**config.mk**
```make
export PLATFORM = sky130hd
export DESIGN_NAME = sample_fifo
export DESIGN_NICKNAME = d
export VERILOG_FILES = /design/src/logic/test_pattern_gen.sv
export SDC_FILE = /design/constraint.sdc
export NUM_CORES = 1
export LEC_CHECK = 0
export ABC_AREA = 1
export BUFFER_PORTS_ARGS = -buffer_cell sky130_fd_sc_hd__buf_2
export CAP_MARGIN = 10
export CORE_MARGIN = 5
export CORE_UTILIZATION = 25
export CTS_BUF_LIST = sky130_fd_sc_hd__clkbuf_4
export DETAILED_ROUTE_END_ITERATION = 10
export PLACE_DENSITY = 0.36
export SLEW_MARGIN = 5
export SYNTH_ARGS = -nofsm -noshare
export SYNTH_HDL_FRONTEND = slang
export SYNTH_SLANG_ARGS = --single-unit
```
**constraint.sdc**
```tcl
create_clock -name clk_i -period 1.93 [get_ports clk_i]
set_input_delay 0.0965 -clock clk_i [delete_from_list [all_inputs] [get_ports clk_i]]
set_output_delay 0.0965 -clock clk_i [all_outputs]
set_load 0.005 [all_outputs]
```
**src/logic/test_pattern_gen.sv**
```systemverilog
// Output test pattern generator with sample FIFO
//
// Behaviour
// - Four-bit mode code of control word selects pattern; zero means normal data.
// - Any active test mode replaces analog samples with test words.
// - Bit 4 or bit 5 of the control word reseeds both generators.
// - Code 0001 gives midscale word, converted by data format.
// - Code 0010 gives positive full scale, converted by data format.
// - Code 0011 gives negative full scale, converted by data format.
// - Code 0100 alternates 1010 and 0101 words, no format conversion.
// - Code 0111 alternates all ones and all zeros, no conversion.
// - Code 1000 alternates two user words, no conversion.
// - Code 1001 repeats 1010 word every sample, no conversion.
// - Code 1010 repeats sync word for 12 or 10 bits.
// - Code 1011 repeats word with only MSB set.
// - Code 1100 repeats mixed frequency word, no conversion.
// - All fixed patterns serve 10-bit and 12-bit word lengths.
// - Code 0110 gives 511-bit sequence x^9+x^5+1, format converted.
// - Short sequence seeded all ones, 12 bits per word MSB first.
// - Code 0101 gives 8388607-bit sequence x^23+x^18+1, converted.
// - Long sequence seeded all ones, bit stream inverted.
// - Long sequence words are 12 consecutive bits MSB first.
// - Port disabled: format strap high twos complement, low offset binary.
// - Test strap and port select high at power up force MSB-only word.
// - Frame and bit clocks keep running during strap pattern.
// - Port select high makes serial clock and data ignored.
`timescale 1ns/1ps

// ****************************************
// Sample FIFO
// ****************************************
module sample_fifo #(
	parameter int WIDTH = 12,
	parameter int DEPTH = 16
) (
	input  wire logic             clk_i,      // Core clock
	input  wire logic             rst_b_i,    // Synchronised reset, active low
	input  wire logic             in_valid_i, // Write request
	output logic                  in_ready_o, // Not full
	input  wire logic [WIDTH-1:0] in_data_i,  // Write word
	output logic                  out_valid_o,// Not empty
	input  wire logic             out_ready_i,// Read accept
	output logic      [WIDTH-1:0] out_data_o  // Head word
);
	localparam int AW = $clog2(DEPTH);
	logic [WIDTH-1:0] mem_r [DEPTH];
	logic [AW-1:0]    wr_ptr_r;
	logic [AW-1:0]    rd_ptr_r;
	logic [AW:0]      count_r;
	logic             push;
	logic             pop;

	if (DEPTH < 2 || (1 << AW) != DEPTH || WIDTH < 1) begin : g_bad_size
		$error("sample_fifo: depth must be a power of two of at least 2");
	end

	assign in_ready_o  = (count_r != DEPTH[AW:0]);
	assign out_valid_o = (count_r != '0);
	assign push        = in_valid_i && in_ready_o;
	assign pop         = out_valid_o && out_ready_i;
	assign out_data_o  = mem_r[rd_ptr_r];

	always_ff @(posedge clk_i) begin
		if (push)
			mem_r[wr_ptr_r] <= in_data_i;
	end

	always_ff @(posedge clk_i or negedge rst_b_i) begin
		if (!rst_b_i) begin
			wr_ptr_r <= '0;
			rd_ptr_r <= '0;
			count_r  <= '0;
		end else begin
			if (push)
				wr_ptr_r <= wr_ptr_r + 1'b1;
			if (pop)
				rd_ptr_r <= rd_ptr_r + 1'b1;
			if (push && !pop)
				count_r <= count_r + 1'b1;
			else if (pop && !push)
				count_r <= count_r - 1'b1;
		end
	end
endmodule


```
Word level (Yosys, flattened, before mapping):

Memories as Yosys holds them, arrays and structs flattened.
Index checks and enable logic that the tools add are counted.

* bits in registers: 13
* memory bits (writable): 192
* input port bits: 16
* output and inout bits: 14
* word-level logic and storage cells: 21
* memories kept: 1

Memories
* mem_r: depth 16, width 12, rd ports 1, clocked after Yosys merged registers in 0, wr ports 1, RTL line 46 `logic [WIDTH-1:0] mem_r [DEPTH];`

* $add $sub $neg: 4
* eq/ne operators: 1
* muxes and demuxes: 4
* reductions and logical operators: 8

Operator list (number)
* $mux W5: 2
* $add A4 B1 Y4 const B: 2
* $add A5 B1 Y5 const B: 1
* $ne A5 B5 Y1 const B: 1
* $reduce_bool A5 Y1: 1
* $sub A5 B1 Y5 const B: 1
* $logic_and A1 B1 Y1: 4
* $logic_not A1 Y1: 2
* $mux W1: 2
* $reduce_bool A2 Y1: 1

Longest topological paths before layout:

Gate-level depths: netlist (run 1).

* depth after elaboration: 6
* depth in mapped cells: 14
* gate-level depth less buffers: 14

Worst setup path after synthesis (run 1):

No wires, ideal clock.

* kind: register to register
* start point: reg count_r[1]
* end point: reg count_r[4]
* setup time: 0.117 ns
* arrival time: 1.893 ns
* required time: 1.813 ns
* path slack: -0.080 ns
* cell stages (with the launch flop): 13
* path buffers: 0
* clock period less this slack: 2.010 ns
* cells stage by stage: dfrtp_1 -> nor2_1 -> nand4_1 -> nand2_1 -> ha_1 -> inv_1 -> fa_1 -> nand2_1 -> nand3_1 -> nand3_1 -> nand2_1 -> nand2_1 -> nand2_1

* word-level cells in the longest chain between the ends: 5
* elaborated cells on any way between the ends: 13
* classes of those cells: 2 x add/sub; 1 x eq/ne; 2 x mux; 8 x reduce/logical

Ends and longest elaborated chain
* start: declaration: RTL line 49 `logic [AW:0] count_r;`
* start signal: assignment: RTL line 79 `count_r <= count_r + 1'b1;`
* start signal: assignment: RTL line 81 `count_r <= count_r - 1'b1;`
* $reduce_bool A5 Y1 (*): RTL line 58 `assign out_valid_o = (count_r != '0);`
* via out_valid_o: RTL line 41 `output logic out_valid_o,`
* $logic_and A1 B1 Y1 (*): RTL line 60 `assign pop = out_valid_o && out_ready_i;`
* $logic_not A1 Y1: RTL line 78 `if (push && !pop)`
* $logic_and A1 B1 Y1: RTL line 78
* $mux W5 / $reduce_bool A2 Y1 (equally long branches)

The timed path passes the listed nets; every way through them passes the cells marked *. The select of a mux whose other input is x is not followed.
A chain may end at the register's enable or synchronous reset.

Final worst setup path (run 1):

* start point: reg rd_ptr_r[0]
* end point: out out_data_o[5]

* word-level cells in the longest chain between the ends: 1

Ends and longest elaborated chain
* start: declaration: RTL line 48 `logic [AW-1:0] rd_ptr_r;`
* start signal: assignment: RTL line 77 `rd_ptr_r <= rd_ptr_r + 1'b1;`
* $mem_v2 Z16 W12
* end: declaration: RTL line 43 `output logic [WIDTH-1:0] out_data_o`

No other way between the ends.

==> summary.txt, run 1 <==
Status
  – Run status: finished, violations left
  – Violated checks: negative setup slack

Route
  – Wire length after detailed routing: 27650 um
  – Via-to-Cell Ratio: 4.214
  – Violation count after the first detailed-route iteration: 302
  – Number of search-and-repair iterations in the first detailed-routing pass: 5
  – Detail Route Antenna Nets: 0
  – Routed WL per cell: 18.06 um
  – DRC violations left: 0
  – Via count: 6451

Timing
  – Count of endpoints failing setup in the final report: 12
  – Tcrit/Tclk final: 118.1%
  – Highest clock rate: 0.4386 GHz
  – Max-slew headroom: 57.30%
  – Unrepaired setup endpoints after global routing: true
  – Final Hold Viols: 0
  – Final worst setup slack: -0.3498 ns
  – Slew at the pin closest to its max-slew limit: 0.6384 ns
  – Worst Clk Skew: 0.07013 ns
  – Final Slew Violations: 0
  – Minimum clock period after layout: 2.280 ns

Die
  – Die Ht: 200.4 um
  – Std cell rows: 69
  – Area of the die: 0.04017 mm^2
  – Starting density of the core: 25.43%
  – Core Area: 0.03566 mm^2
  – DIE WIDTH: 200.4 um
  – Number of top-level pins: 30

Yosys
  – Number of storage elements in the synthesis netlist: 205
  – Top post-synthesis cells by area: sky130_fd_sc_hd__edfxtp_1, sky130_fd_sc_hd__nand2_1, sky130_fd_sc_hd__nor2_1, sky130_fd_sc_hd__inv_1, sky130_fd_sc_hd__dfrtp_1
  – Mean cell area of the mapped netlist: 10.43 um^2
  – Largest family of logic cells by synthesized area: simple AND/OR/NAND/NOR gates
  – Netlist Area Pre-Place: 0.009066 mm^2
  – Synthesis warning total: 0
  – Library cell with the highest instance count after synthesis: sky130_fd_sc_hd__nand2_1
  – XOR/XNOR share of the synthesized area: 0.5796%
  – Fraction of synthesized area in multiplexers: 0%
  – Portion of the post-synthesis area used by sequential elements: 67.18%
  – Number of flops mapped to enable cells by yosys: 192
  – Area share of the leading cell type in the synthesized netlist: 63.59%
  – Count of mapped cells out of synthesis: 869
  – Most instantiated cells after synthesis: sky130_fd_sc_hd__nand2_1, sky130_fd_sc_hd__edfxtp_1, sky130_fd_sc_hd__nor2_1
  – Number of unique standard cell types used by synthesis: 23
  – Ys async rst share: 6.341%
  – Synth area leader: sky130_fd_sc_hd__edfxtp_1
  – Post-synth top flop: sky130_fd_sc_hd__edfxtp_1
  – Simple logic cell fraction of the synthesized area: 23.92%
  – Synth Area in Adders: 1.463%
  – Post-synth net total: 895
  – Synthesized-area fraction occupied by ao, oa, aoi and oai cells: 0.2760%

Layout
  – Reg area: 0.006096 mm^2
  – Area taken by multi-input logic gates: 0.002736 mm^2
  – Count of filler cells inserted in the layout: 3655
  – Synth-to-layout area growth: 32.68%
  – Post-route cell area: 0.01203 mm^2
  – Layout cell share with drive strength beyond 1: 30.68%
  – Final nets: 1047

Global route
  – Met1 Track Usage GR: 18.63%
  – Overall overflow remaining after global route: 0
  – GR met2 Demand/Resource: 21.54%
  – Number of antenna violations at the first check in global routing: 1
  – Wire length of the first global-routing pass: 41340 um
  – Total Routing Usage GR: 13.46%
  – Vias in the first global route: 6539
  – Layer carrying the most global-route usage: met2
  – Largest net degree at the start of global routing: 35
  – GRT met3 Usage: 2.585%

Clock tree
  – Root cell of the clock tree: sky130_fd_sc_hd__clkbuf_4
  – H-tree Lvls: 2
  – Clock Pin Slew Worst Setup and Hold Paths: 0.06 ns
  – Insertion delay to the later sink of the worst-skew pair: 0.71 ns
  – Maximum count of clock buffers along a single path: 3
  – TritonCTS buffer count: 60
  – CTS tree: built
  – Clock sink count: 205

Power and ir drop
  – Total power draw: 18.07 mW
  – Areal power density over the cells: 1502 mW/mm^2
  – Maximum resistive drop on vdd: 0.0006497 V
  – Pleak: 5.034 nW

Flow run
  – Total of max-cap violations: 0

Worst setup path
  – Crit path DAT: 2.18 ns
  – CP max stage cell: sky130_fd_sc_hd__dfrtp_4
  – Most frequent cell on the critical path: sky130_fd_sc_hd__nand2_1
  – Critical Path Start Type: flip-flop
  – Largest stage delay on the critical path: 0.59 ns
  – List of cells traversed by the critical path: inv_12 > buf_12 > buf_16 > nand2_2 > nand2_1 > nand2_1 > nand3_1 > nand2_1 > nand2_2 > buf_6
  – Kind of end point of the critical path: output pin
  – WP data required: 1.83 ns
  – Max Fanout on Critical Path: 7
  – Startpoint-to-endpoint class of the critical path: reg2out

Placed design
  – Global placer's final weighted congestion: 0.7442
  – Placed wire-length estimate: 16300 um
  – Number of buffers inserted by port buffering: 29
  – Placed inst area: 0.01014 mm^2

Hold path
  – Worst min-delay path class: in2reg
[critical path, delay by kind of cell (launching register included)]
kind | cells | cell delay, ns
buffers and inverters | 4 | 0.53
and+or+nand+nor | 6 | 0.40
DFF | 1 | 0.59
[routing by layer]
metal	share of wire, %	vias up
li1	-	3177
met1	47	3100
met2	46	123
met3	3.6	51
met4	2.5	0
met5	0	-
[path summary, 6_finish.rpt]
check                                             start                 endpoint  slack (ns)  depth (start not counted)
worst max-delay path            rd_ptr_r[0]$_DFFE_PN0P_            out_data_o[5]       -0.35                         10
worst min-delay path                        out_ready_i  rd_ptr_r[3]$_DFFE_PN0P_        0.26                          4
worst max register to register   count_r[1]$_DFFE_PN0P_   count_r[4]$_DFFE_PN0P_        0.09                         12
worst min register to register   count_r[4]$_DFFE_PN0P_   count_r[4]$_DFFE_PN0P_        0.52                          2
max in group asynchronous                       rst_b_i  rd_ptr_r[0]$_DFFE_PN0P_        0.92                          3
min in group asynchronous                       rst_b_i  rd_ptr_r[3]$_DFFE_PN0P_        0.54                          3
[area by class of cell]
class / count / share of cell area (%)
Tap cell: 461 / 4.795
Antenna cell: 1 / 0.02080
Sequential cell: 205 / 50.68
Multi-Input combinational cell: 538 / 22.75
Clock inverter: 14 / 0.4889
Timing Repair Buffer: 125 / 12.29
Clock buffer: 96 / 5.991
Inverter: 91 / 2.985
[stage by stage]
stage               setup WS (ns)  utilization [%]  hold slack, ns  cells  TNS [ns]
finish                    -0.3498            33.74          0.2624   1531    -3.756
global route              -0.4738            33.74          0.2377   1531    -5.287
detailed placement      -0.009592            28.43         0.02381   1381  -0.08486
floorplan                 0.03734                -         -0.1991    869         0
global placement          0.01471            28.43         0.02748   1381         0
CTS                       -0.4512            32.73          0.1911   1524    -5.167
[timing repair]
action,in CTS,in global routing
hold endpoints to repair,217,0
gates cloned,10,4
hold buffers,16,0
pin swaps,27,33
setup endpoints to repair,13,17
resized for setup,70,69
buffers inserted,7,3
[logic make-up (layout without fill, tap and decap cells)]
kind of cell / Yosys count / after routing
xor gates and xnor gates: 6 / 6
buffers and inverters: 126 / 326
DFF: 205 / 205
AOI/OAI and AO/OA: 5 / 5
and+or+nand+nor: 517 / 517
other: 0 / 1
adders and majority gates: 10 / 10
[flip-flops by register name (all words and copies together) (netlist names)]
register,count
mem_r,192
count_r,5
rd_ptr_r,4
wr_ptr_r,4
[cell usage in the layout, fill, tap and decap left out, types with 4 or more instances in the layout]
| master | synthesis | final |
|---|---|---|
| sky130_fd_sc_hd__buf_2 | 12 | 22 |
| sky130_fd_sc_hd__nand2_4 | 0 | 7 |
| sky130_fd_sc_hd__inv_1 | 87 | 85 |
| sky130_fd_sc_hd__nand2_2 | 1 | 42 |
| sky130_fd_sc_hd__clkbuf_16 | 0 | 4 |
| sky130_fd_sc_hd__buf_16 | 0 | 11 |
| sky130_fd_sc_hd__edfxtp_1 | 192 | 192 |
| sky130_fd_sc_hd__nand3_2 | 20 | 37 |
| sky130_fd_sc_hd__dfrtp_1 | 13 | 11 |
| sky130_fd_sc_hd__nand3_1 | 61 | 43 |
| sky130_fd_sc_hd__clkbuf_4 | 0 | 96 |
| sky130_fd_sc_hd__clkinv_1 | 0 | 11 |
| sky130_fd_sc_hd__buf_6 | 8 | 10 |
| sky130_fd_sc_hd__buf_12 | 0 | 17 |
| sky130_fd_sc_hd__nor2_2 | 0 | 17 |
| sky130_fd_sc_hd__ha_1 | 9 | 6 |
| sky130_fd_sc_hd__o21ai_0 | 4 | 4 |
| sky130_fd_sc_hd__dlygate4sd3_1 | 0 | 16 |
| sky130_fd_sc_hd__nor2_1 | 90 | 70 |
| sky130_fd_sc_hd__inv_2 | 4 | 5 |
| sky130_fd_sc_hd__buf_4 | 7 | 43 |
| sky130_fd_sc_hd__nand2_1 | 341 | 293 |
[power breakdown]
part	total, mW	internal, mW	switching (mW)
Clock	4.13	2.24	1.89
Sequential	5.64	5.39	0.258
Combinational	8.30	3.54	4.76
Total	18.1	11.2	6.91
No activity file was read; power rests on OpenSTA's default activity.
==> run 2, diff against run 1 <==
--- a/config.mk
+++ b/config.mk
@@ -5,14 +5,14 @@
 export SDC_FILE = /design/constraint.sdc
 export NUM_CORES = 1
 export LEC_CHECK = 0
-export ABC_AREA = 1
 export BUFFER_PORTS_ARGS = -buffer_cell sky130_fd_sc_hd__buf_2
-export CAP_MARGIN = 10
+export CAP_MARGIN = 20
 export CORE_MARGIN = 5
 export CORE_UTILIZATION = 25
 export CTS_BUF_LIST = sky130_fd_sc_hd__clkbuf_4
 export DETAILED_ROUTE_END_ITERATION = 10
 export PLACE_DENSITY = 0.36
+export SETUP_SLACK_MARGIN = 0.4
 export SLEW_MARGIN = 5
 export SYNTH_ARGS = -nofsm -noshare
 export SYNTH_HDL_FRONTEND = slang
==> summary.txt, run 2 <==
Status
  – Run status: finished, violations left
  – Violated checks: negative setup slack

Layout
  – Final nets: 632
  – Leading cell types in the layout, fill and taps excluded: sky130_fd_sc_hd__edfxtp_1, sky130_fd_sc_hd__clkbuf_4, sky130_fd_sc_hd__mux2i_1
  – Count of filler cells inserted in the layout: 3146
  – Most common library cell in the layout ignoring fill and taps: sky130_fd_sc_hd__edfxtp_1
  – Max reg flops: 192
  – Util after Layout: 34.87%
  – Biggest register: mem_r
  – Synth-to-layout area growth: 38.08%
  – Registers with the highest flip-flop counts: mem_r: 192 flops, count_r: 5 flops
  – Layout cell share with drive strength beyond 1: 47.52%

Timing
  – Setup total negative slack: -6.663 ns
  – Final Hold Viols: 0
  – Worst Clk Skew: 0.03961 ns
  – Final Slew Violations: 0
  – Minimum clock period after layout: 2.461 ns
  – Slew at the pin closest to its max-slew limit: 0.6218 ns
  – Count of endpoints failing setup in the final report: 17
  – Tcrit/Tclk final: 127.5%
  – Final worst setup slack: -0.5306 ns
  – Unrepaired setup endpoints after global routing: true
  – Highest clock rate: 0.4064 GHz
  – Worst hold slack: 0.06754 ns
  – Max-slew headroom: 58.41%

Power and ir drop
  – Maximum resistive drop on vdd: 0.0005111 V
  – Total power draw: 16.31 mW
  – Pleak: 4.035 nW
  – Areal power density over the cells: 1444 mW/mm^2

Placed design
  – Global placer's final weighted congestion: 0.7099
  – Placed wire-length estimate: 12620 um
  – Number of buffers inserted by port buffering: 29

Route
  – Met3 wire length: 917 um
  – Routed WL per cell: 19.58 um
  – Detail Route Antenna Nets: 0
  – Number of search-and-repair iterations in the first detailed-routing pass: 4
  – Uppermost metal layer occupied by signal nets: met4
  – Wire length after detailed routing: 21280 um
  – Violation count after the first detailed-route iteration: 213
  – Via-to-Cell Ratio: 4.275
  – Routed metal-1 wirelength: 9859 um
  – Routed wire length on met2: 9975 um
  – Via count: 4647
  – DRC violations left: 0

Worst setup path
  – Crit path max-delay family: flip-flops
  – Kind of end point of the critical path: output pin
  – Critical Path Start Type: flip-flop
  – Startpoint-to-endpoint class of the critical path: reg2out
  – Max Fanout on Critical Path: 9
  – Number of buffer and inverter stages on the critical path: 2
  – Crit path DAT: 2.36 ns
  – Largest stage delay on the critical path: 0.54 ns
  – CP max stage cell: sky130_fd_sc_hd__dfrtp_4
  – WP data required: 1.83 ns
  – List of cells traversed by the critical path: clkbuf_16 > mux4_2 > a22oi_1 > nand2_1 > buf_2

Clock tree
  – Clock sink count: 205
  – Clock Pin Slew Worst Setup and Hold Paths: 0.06 ns
  – Root cell of the clock tree: sky130_fd_sc_hd__clkbuf_4
  – TritonCTS buffer count: 55
  – H-tree Lvls: 2
  – Maximum count of clock buffers along a single path: 3
  – Insertion delay to the later sink of the worst-skew pair: 0.67 ns
  – CTS tree: built

Global route
  – Wire length of the first global-routing pass: 31810 um
  – Largest net degree at the start of global routing: 25
  – Number of antenna violations at the first check in global routing: 1
  – Overall overflow remaining after global route: 0
  – Vias in the first global route: 4987
  – Total Routing Usage GR: 11.72%

Yosys
  – Count of mapped cells out of synthesis: 432
  – Synthesis warning total: 0
  – Ys async rst share: 6.341%
  – Most instantiated cells after synthesis: sky130_fd_sc_hd__edfxtp_1, sky130_fd_sc_hd__mux2i_1, sky130_fd_sc_hd__a221oi_1, sky130_fd_sc_hd__mux4_2, sky130_fd_sc_hd__nand2_1
  – Portion of the post-synthesis area used by sequential elements: 74.50%
  – Top post-synthesis cells by area: sky130_fd_sc_hd__edfxtp_1, sky130_fd_sc_hd__mux4_2, sky130_fd_sc_hd__mux2i_1, sky130_fd_sc_hd__dfrtp_1, sky130_fd_sc_hd__a221oi_1
  – Post-synth net total: 458
  – Number of storage elements in the synthesis netlist: 205
  – Netlist Area Pre-Place: 0.008175 mm^2
  – Synth area leader: sky130_fd_sc_hd__edfxtp_1
  – Mean cell area of the mapped netlist: 18.92 um^2
  – Area share of the leading cell type in the synthesized netlist: 70.52%
  – Number of unique standard cell types used by synthesis: 31
  – Post-synth top flop: sky130_fd_sc_hd__edfxtp_1
  – Library cell with the highest instance count after synthesis: sky130_fd_sc_hd__edfxtp_1
  – Number of flops mapped to enable cells by yosys: 192

Die
  – Core Area: 0.03237 mm^2
  – Area of the die: 0.03642 mm^2
  – DIE WIDTH: 190.8 um
  – Die Ht: 190.8 um
  – Std cell rows: 66
  – Number of top-level pins: 30
  – Starting density of the core: 25.26%

Hold path
  – Worst min-delay path class: in2reg

Flow run
  – Total of max-cap violations: 0
[run 2: changes by cell type in the layout (fill, tap and decap cells not counted), sizes merged, moves of 4 or more]
cell / before / now
xnor2: 3 / 9
clkinv: 12 / 7
nor3: 0 / 4
nand3: 81 / 1
mux2i: 0 / 49
mux4: 0 / 24
buf: 105 / 121
inv: 93 / 4
nand2: 342 / 22
nor2: 91 / 14
a22oi: 0 / 12
a221oi: 0 / 24
clkbuf: 100 / 89
o21ai: 5 / 15
[run 2: area by class of cell]
cell class	instances	area [um^2]	area share, %
Tap cell	442	553.0	4.899
Multi-Input combinational cell	201	2341	20.74
Clock buffer	86	645.6	5.719
Clock inverter	9	67.56	0.5985
Inverter	4	21.27	0.1884
Sequential cell	205	6096	54.00
Timing Repair Buffer	139	1562	13.83
Antenna cell	1	2.502	0.02217
[run 2: report_power, final]
group          switching, mW  internal [mW]
logic                   3.40           3.32
registers              0.283           5.43
clock network           1.73           2.14
[run 2: final timing paths]
check | startpoint | endpoint | slack, ns | cells after the start
max reg2reg | count_r[2]$_DFFE_PN0P_ | count_r[4]$_DFFE_PN0P_ | -0.33 | 10
min | in_valid_i | count_r[0]$_DFFE_PN0P_ | 0.07 | 4
min in group asynchronous | rst_b_i | rd_ptr_r[0]$_DFFE_PN0P_ | 0.56 | 3
max in group asynchronous | rst_b_i | rd_ptr_r[0]$_DFFE_PN0P_ | 0.91 | 3
max | rd_ptr_r[0]$_DFFE_PN0P_ | out_data_o[5] | -0.53 | 5
min reg2reg | wr_ptr_r[3]$_DFFE_PN0P_ | wr_ptr_r[3]$_DFFE_PN0P_ | 0.54 | 1
[run 2: tightest hold or removal path, cell delays in order]
cell                       delay [ns]
sky130_fd_sc_hd__buf_2           0.09
sky130_fd_sc_hd__a21boi_4        0.21
sky130_fd_sc_hd__ha_4            0.20
sky130_fd_sc_hd__xnor2_1         0.07
[run 2: cell families (layout without fill, tap and decap cells)]
| group | after synthesis | count (layout) | share of synthesized area (%) |
|---|---|---|---|
| fa+ha+maj | 10 | 10 | 1.622 |
| simple gates | 49 | 50 | 2.678 |
| flops | 205 | 205 | 74.50 |
| mux | 75 | 75 | 12.89 |
| other cells | 0 | 1 | 0 |
| compound gates | 56 | 56 | 5.035 |
| xor+xnor | 10 | 10 | 1.071 |
| buf+inv | 27 | 238 | 2.204 |
[run 2: timing repair]
item,in CTS,in global routing
hold buffers,15,0
pin swaps,21,9
endpoints found under the hold margin,212,0
setup buffers,37,12
gates resized for setup,53,29
cloned,3,2
setup endpoints to repair,212,216
[run 2: per-layer routing]
| layer | vias to the layer above | GRT usage, % |
|---|---|---|
| li1 | 2137 | - |
| met1 | 2365 | 16.18 |
| met2 | 97 | 18.43 |
| met3 | 48 | 2.527 |
| met4 | 0 | 3.950 |
| met5 | - | 0 |
[run 2: through the flow]
step                      instances  cell area (um^2)  setup slack [ns]
after floorplan                 432              8363           -0.3514
after global placement          922              9286           -0.3269
after detailed placement        922              9286           -0.3442
after CTS                      1072             11020           -0.6349
after global routing           1087             11290           -0.6974
final                          1087             11290           -0.5306
==> run 3, diff against run 2 <==
--- a/config.mk
+++ b/config.mk
@@ -11,7 +11,6 @@
 export CORE_UTILIZATION = 25
 export CTS_BUF_LIST = sky130_fd_sc_hd__clkbuf_4
 export DETAILED_ROUTE_END_ITERATION = 10
-export PLACE_DENSITY = 0.36
 export SETUP_SLACK_MARGIN = 0.4
 export SLEW_MARGIN = 5
 export SYNTH_ARGS = -nofsm -noshare
==> summary.txt, run 3 (synthesis results as in run 2) <==
Die
  – Std cell rows: 66
  – Die Ht: 190.8 um
  – Core Area: 0.03237 mm^2
  – Area of the die: 0.03642 mm^2
  – Number of top-level pins: 30
  – Starting density of the core: 25.26%
  – DIE WIDTH: 190.8 um

Power and ir drop
  – Part of the total power dissipated in sequential elements: 36.6%
  – Reported net switching power: 5.249 mW
  – Areal power density over the cells: 1416 mW/mm^2
  – Clock Power Share: 21.5%
  – Maximum resistive drop on vdd: 0.0006179 V
  – Internal power: 10.53 mW
  – Combinational fraction of design power: 42.0%
  – Switching Fraction: 33.26%
  – Pleak: 3.922 nW

Flow run
  – Total of max-cap violations: 0

Global route
  – Overall overflow remaining after global route: 0
  – Vias in the first global route: 5077
  – Largest net degree at the start of global routing: 26
  – Total Routing Usage GR: 10.87%
  – Wire length of the first global-routing pass: 30270 um
  – Number of antenna violations at the first check in global routing: 0

Worst setup path
  – Largest stage delay on the critical path: 0.58 ns
  – Crit path max-delay family: flip-flops
  – CP max stage cell: sky130_fd_sc_hd__dfrtp_4
  – WP data required: 1.83 ns
  – Number of buffer and inverter stages on the critical path: 3
  – Max Fanout on Critical Path: 8
  – Kind of end point of the critical path: output pin
  – List of cells traversed by the critical path: buf_12 > buf_16 > mux2i_2 > a221oi_2 > a22oi_1 > nand2_1 > buf_2
  – Critical Path Start Type: flip-flop
  – Crit path DAT: 2.39 ns
  – Startpoint-to-endpoint class of the critical path: reg2out

Clock tree
  – Clock sink count: 205
  – Root cell of the clock tree: sky130_fd_sc_hd__clkbuf_4
  – Clock Pin Slew Worst Setup and Hold Paths: 0.07 ns
  – H-tree Lvls: 2
  – Insertion delay to the later sink of the worst-skew pair: 0.61 ns
  – Maximum count of clock buffers along a single path: 3
  – TritonCTS buffer count: 47
  – CTS tree: built

Route
  – Number of search-and-repair iterations in the first detailed-routing pass: 4
  – Routed WL per cell: 19.01 um
  – Wire length after detailed routing: 20340 um
  – DRC violations left: 0
  – Violation count after the first detailed-route iteration: 280
  – Via count: 4689
  – Via-to-Cell Ratio: 4.382
  – Detail Route Antenna Nets: 0

Layout
  – Count of filler cells inserted in the layout: 3068
  – Most common library cell in the layout ignoring fill and taps: sky130_fd_sc_hd__edfxtp_1
  – Registers with the highest flip-flop counts: mem_r: 192 flops, count_r: 5 flops
  – Leading cell types in the layout, fill and taps excluded: sky130_fd_sc_hd__edfxtp_1, sky130_fd_sc_hd__clkbuf_4, sky130_fd_sc_hd__mux2i_1
  – Final instance count without filler cells: 1070
  – Antenna cell count: 0
  – Synth-to-layout area growth: 36.30%
  – Biggest register: mem_r
  – Max reg flops: 192
  – Layout cell share with drive strength beyond 1: 44.59%
  – Final nets: 619

Placed design
  – Placed wire-length estimate: 11680 um
  – Number of buffers inserted by port buffering: 29
  – Global placer's final weighted congestion: 0.7393
  – Placed Cells: 926

Timing
  – Slew at the pin closest to its max-slew limit: 0.6055 ns
  – Final Slew Violations: 0
  – Minimum clock period after layout: 2.486 ns
  – Worst hold slack: 0.1267 ns
  – Max-slew headroom: 59.50%
  – Count of endpoints failing setup in the final report: 212
  – Final Hold Viols: 0
  – Unrepaired setup endpoints after global routing: true
  – Highest clock rate: 0.4023 GHz
  – Worst Clk Skew: 0.02531 ns
  – Final worst setup slack: -0.5557 ns
  – Tcrit/Tclk final: 128.8%

Status
  – Run status: finished, violations left
  – Violated checks: negative setup slack

Hold path
  – Worst min-delay path class: in2reg
==> run 3: cell types whose count changed in the layout (fill, tap and decap cells not counted), moves of 3 or more <==
| cell | delta |
|---|---|
| sky130_fd_sc_hd__clkinv_1 | +7 |
| sky130_fd_sc_hd__clkbuf_4 | -16 |
| sky130_fd_sc_hd__buf_8 | +4 |
| sky130_fd_sc_hd__o21ai_0 | -3 |
| sky130_fd_sc_hd__buf_4 | -3 |
| sky130_fd_sc_hd__buf_12 | -6 |
| sky130_fd_sc_hd__o21ai_1 | +3 |
==> run 3: power groups by stage <==
stage / Combinational (mW) / Sequential [mW] / Clock, mW
after detailed placement: 5.19 / 5.85 / 0
final: 6.62 / 5.77 / 3.39
after global routing: 7.12 / 5.82 / 3.76
after global placement: 5.06 / 5.80 / 0
after CTS: 6.27 / 5.76 / 3.48
after floorplan: 3.39 / 5.69 / 0
==> run 3: path summary, 6_finish.rpt <==
check | cells past startpoint | slack, ns | from | to
min in group asynchronous | 3 | 0.57 | rst_b_i | rd_ptr_r[0]$_DFFE_PN0P_
max in group asynchronous | 3 | 0.91 | rst_b_i | rd_ptr_r[0]$_DFFE_PN0P_
min reg2reg | 1 | 0.59 | wr_ptr_r[3]$_DFFE_PN0P_ | wr_ptr_r[3]$_DFFE_PN0P_
max | 7 | -0.56 | rd_ptr_r[0]$_DFFE_PN0P_ | out_data_o[7]
max reg2reg | 10 | -0.40 | count_r[0]$_DFFE_PN0P_ | count_r[4]$_DFFE_PN0P_
min | 4 | 0.13 | in_valid_i | count_r[0]$_DFFE_PN0P_
==> run 3: routing by layer <==
layer	vias up	global-route usage (%)	part of all wire, %
met1	2395	13.08	39
met5	-	0	0
met4	0	3.481	2.8
met3	43	1.996	5.2
li1	2118	-	-
met2	133	19.69	53
==> run 3: metrics by stage <==
stage                     power [mW]  setup slack, ns  setup TNS (ns)  util, %  instance area (um^2)
final                          15.78          -0.5557          -43.32    34.42                 11140
after floorplan                9.082          -0.3514         -0.7884        -                  8363
after detailed placement       11.04          -0.3110          -12.19    29.04                  9402
after global placement         10.86          -0.2411          -5.962    29.04                  9402
after global routing           16.71          -0.6697          -54.62    34.42                 11140
after CTS                      15.51          -0.5730          -14.93    33.50                 10840
==> run 3: repair_timing <==
action	in CTS	in global routing
pin swaps	37	17
setup endpoints to repair	211	218
setup buffers	24	13
hold endpoints to repair	211	0
gates cloned	4	4
hold buffers	15	0
gates resized for setup	62	27
==> run 3: worst register-to-register path: cells and delay by family, from the launching register on <==
kind,cells,cell delay (ns)
adders and majority gates,2,0.51
muxes,1,0.26
buffers and inverters,1,0.05
AOI/OAI and AO/OA,2,0.29
DFF,1,0.43
and+or+nand+nor,3,0.56
xor gates and xnor gates,1,0.15
==> run 3: layout make-up <==
cell class / count / area, um^2 / area share, %
sequential: 205 / 6096 / 54.70
multi-input combinational: 200 / 2328 / 20.90
timing repair buffer: 135 / 1536 / 13.79
tap: 442 / 553.0 / 4.963
clock buffer: 70 / 525.5 / 4.716
clock inverter: 14 / 80.08 / 0.7186
inverter: 4 / 23.77 / 0.2133
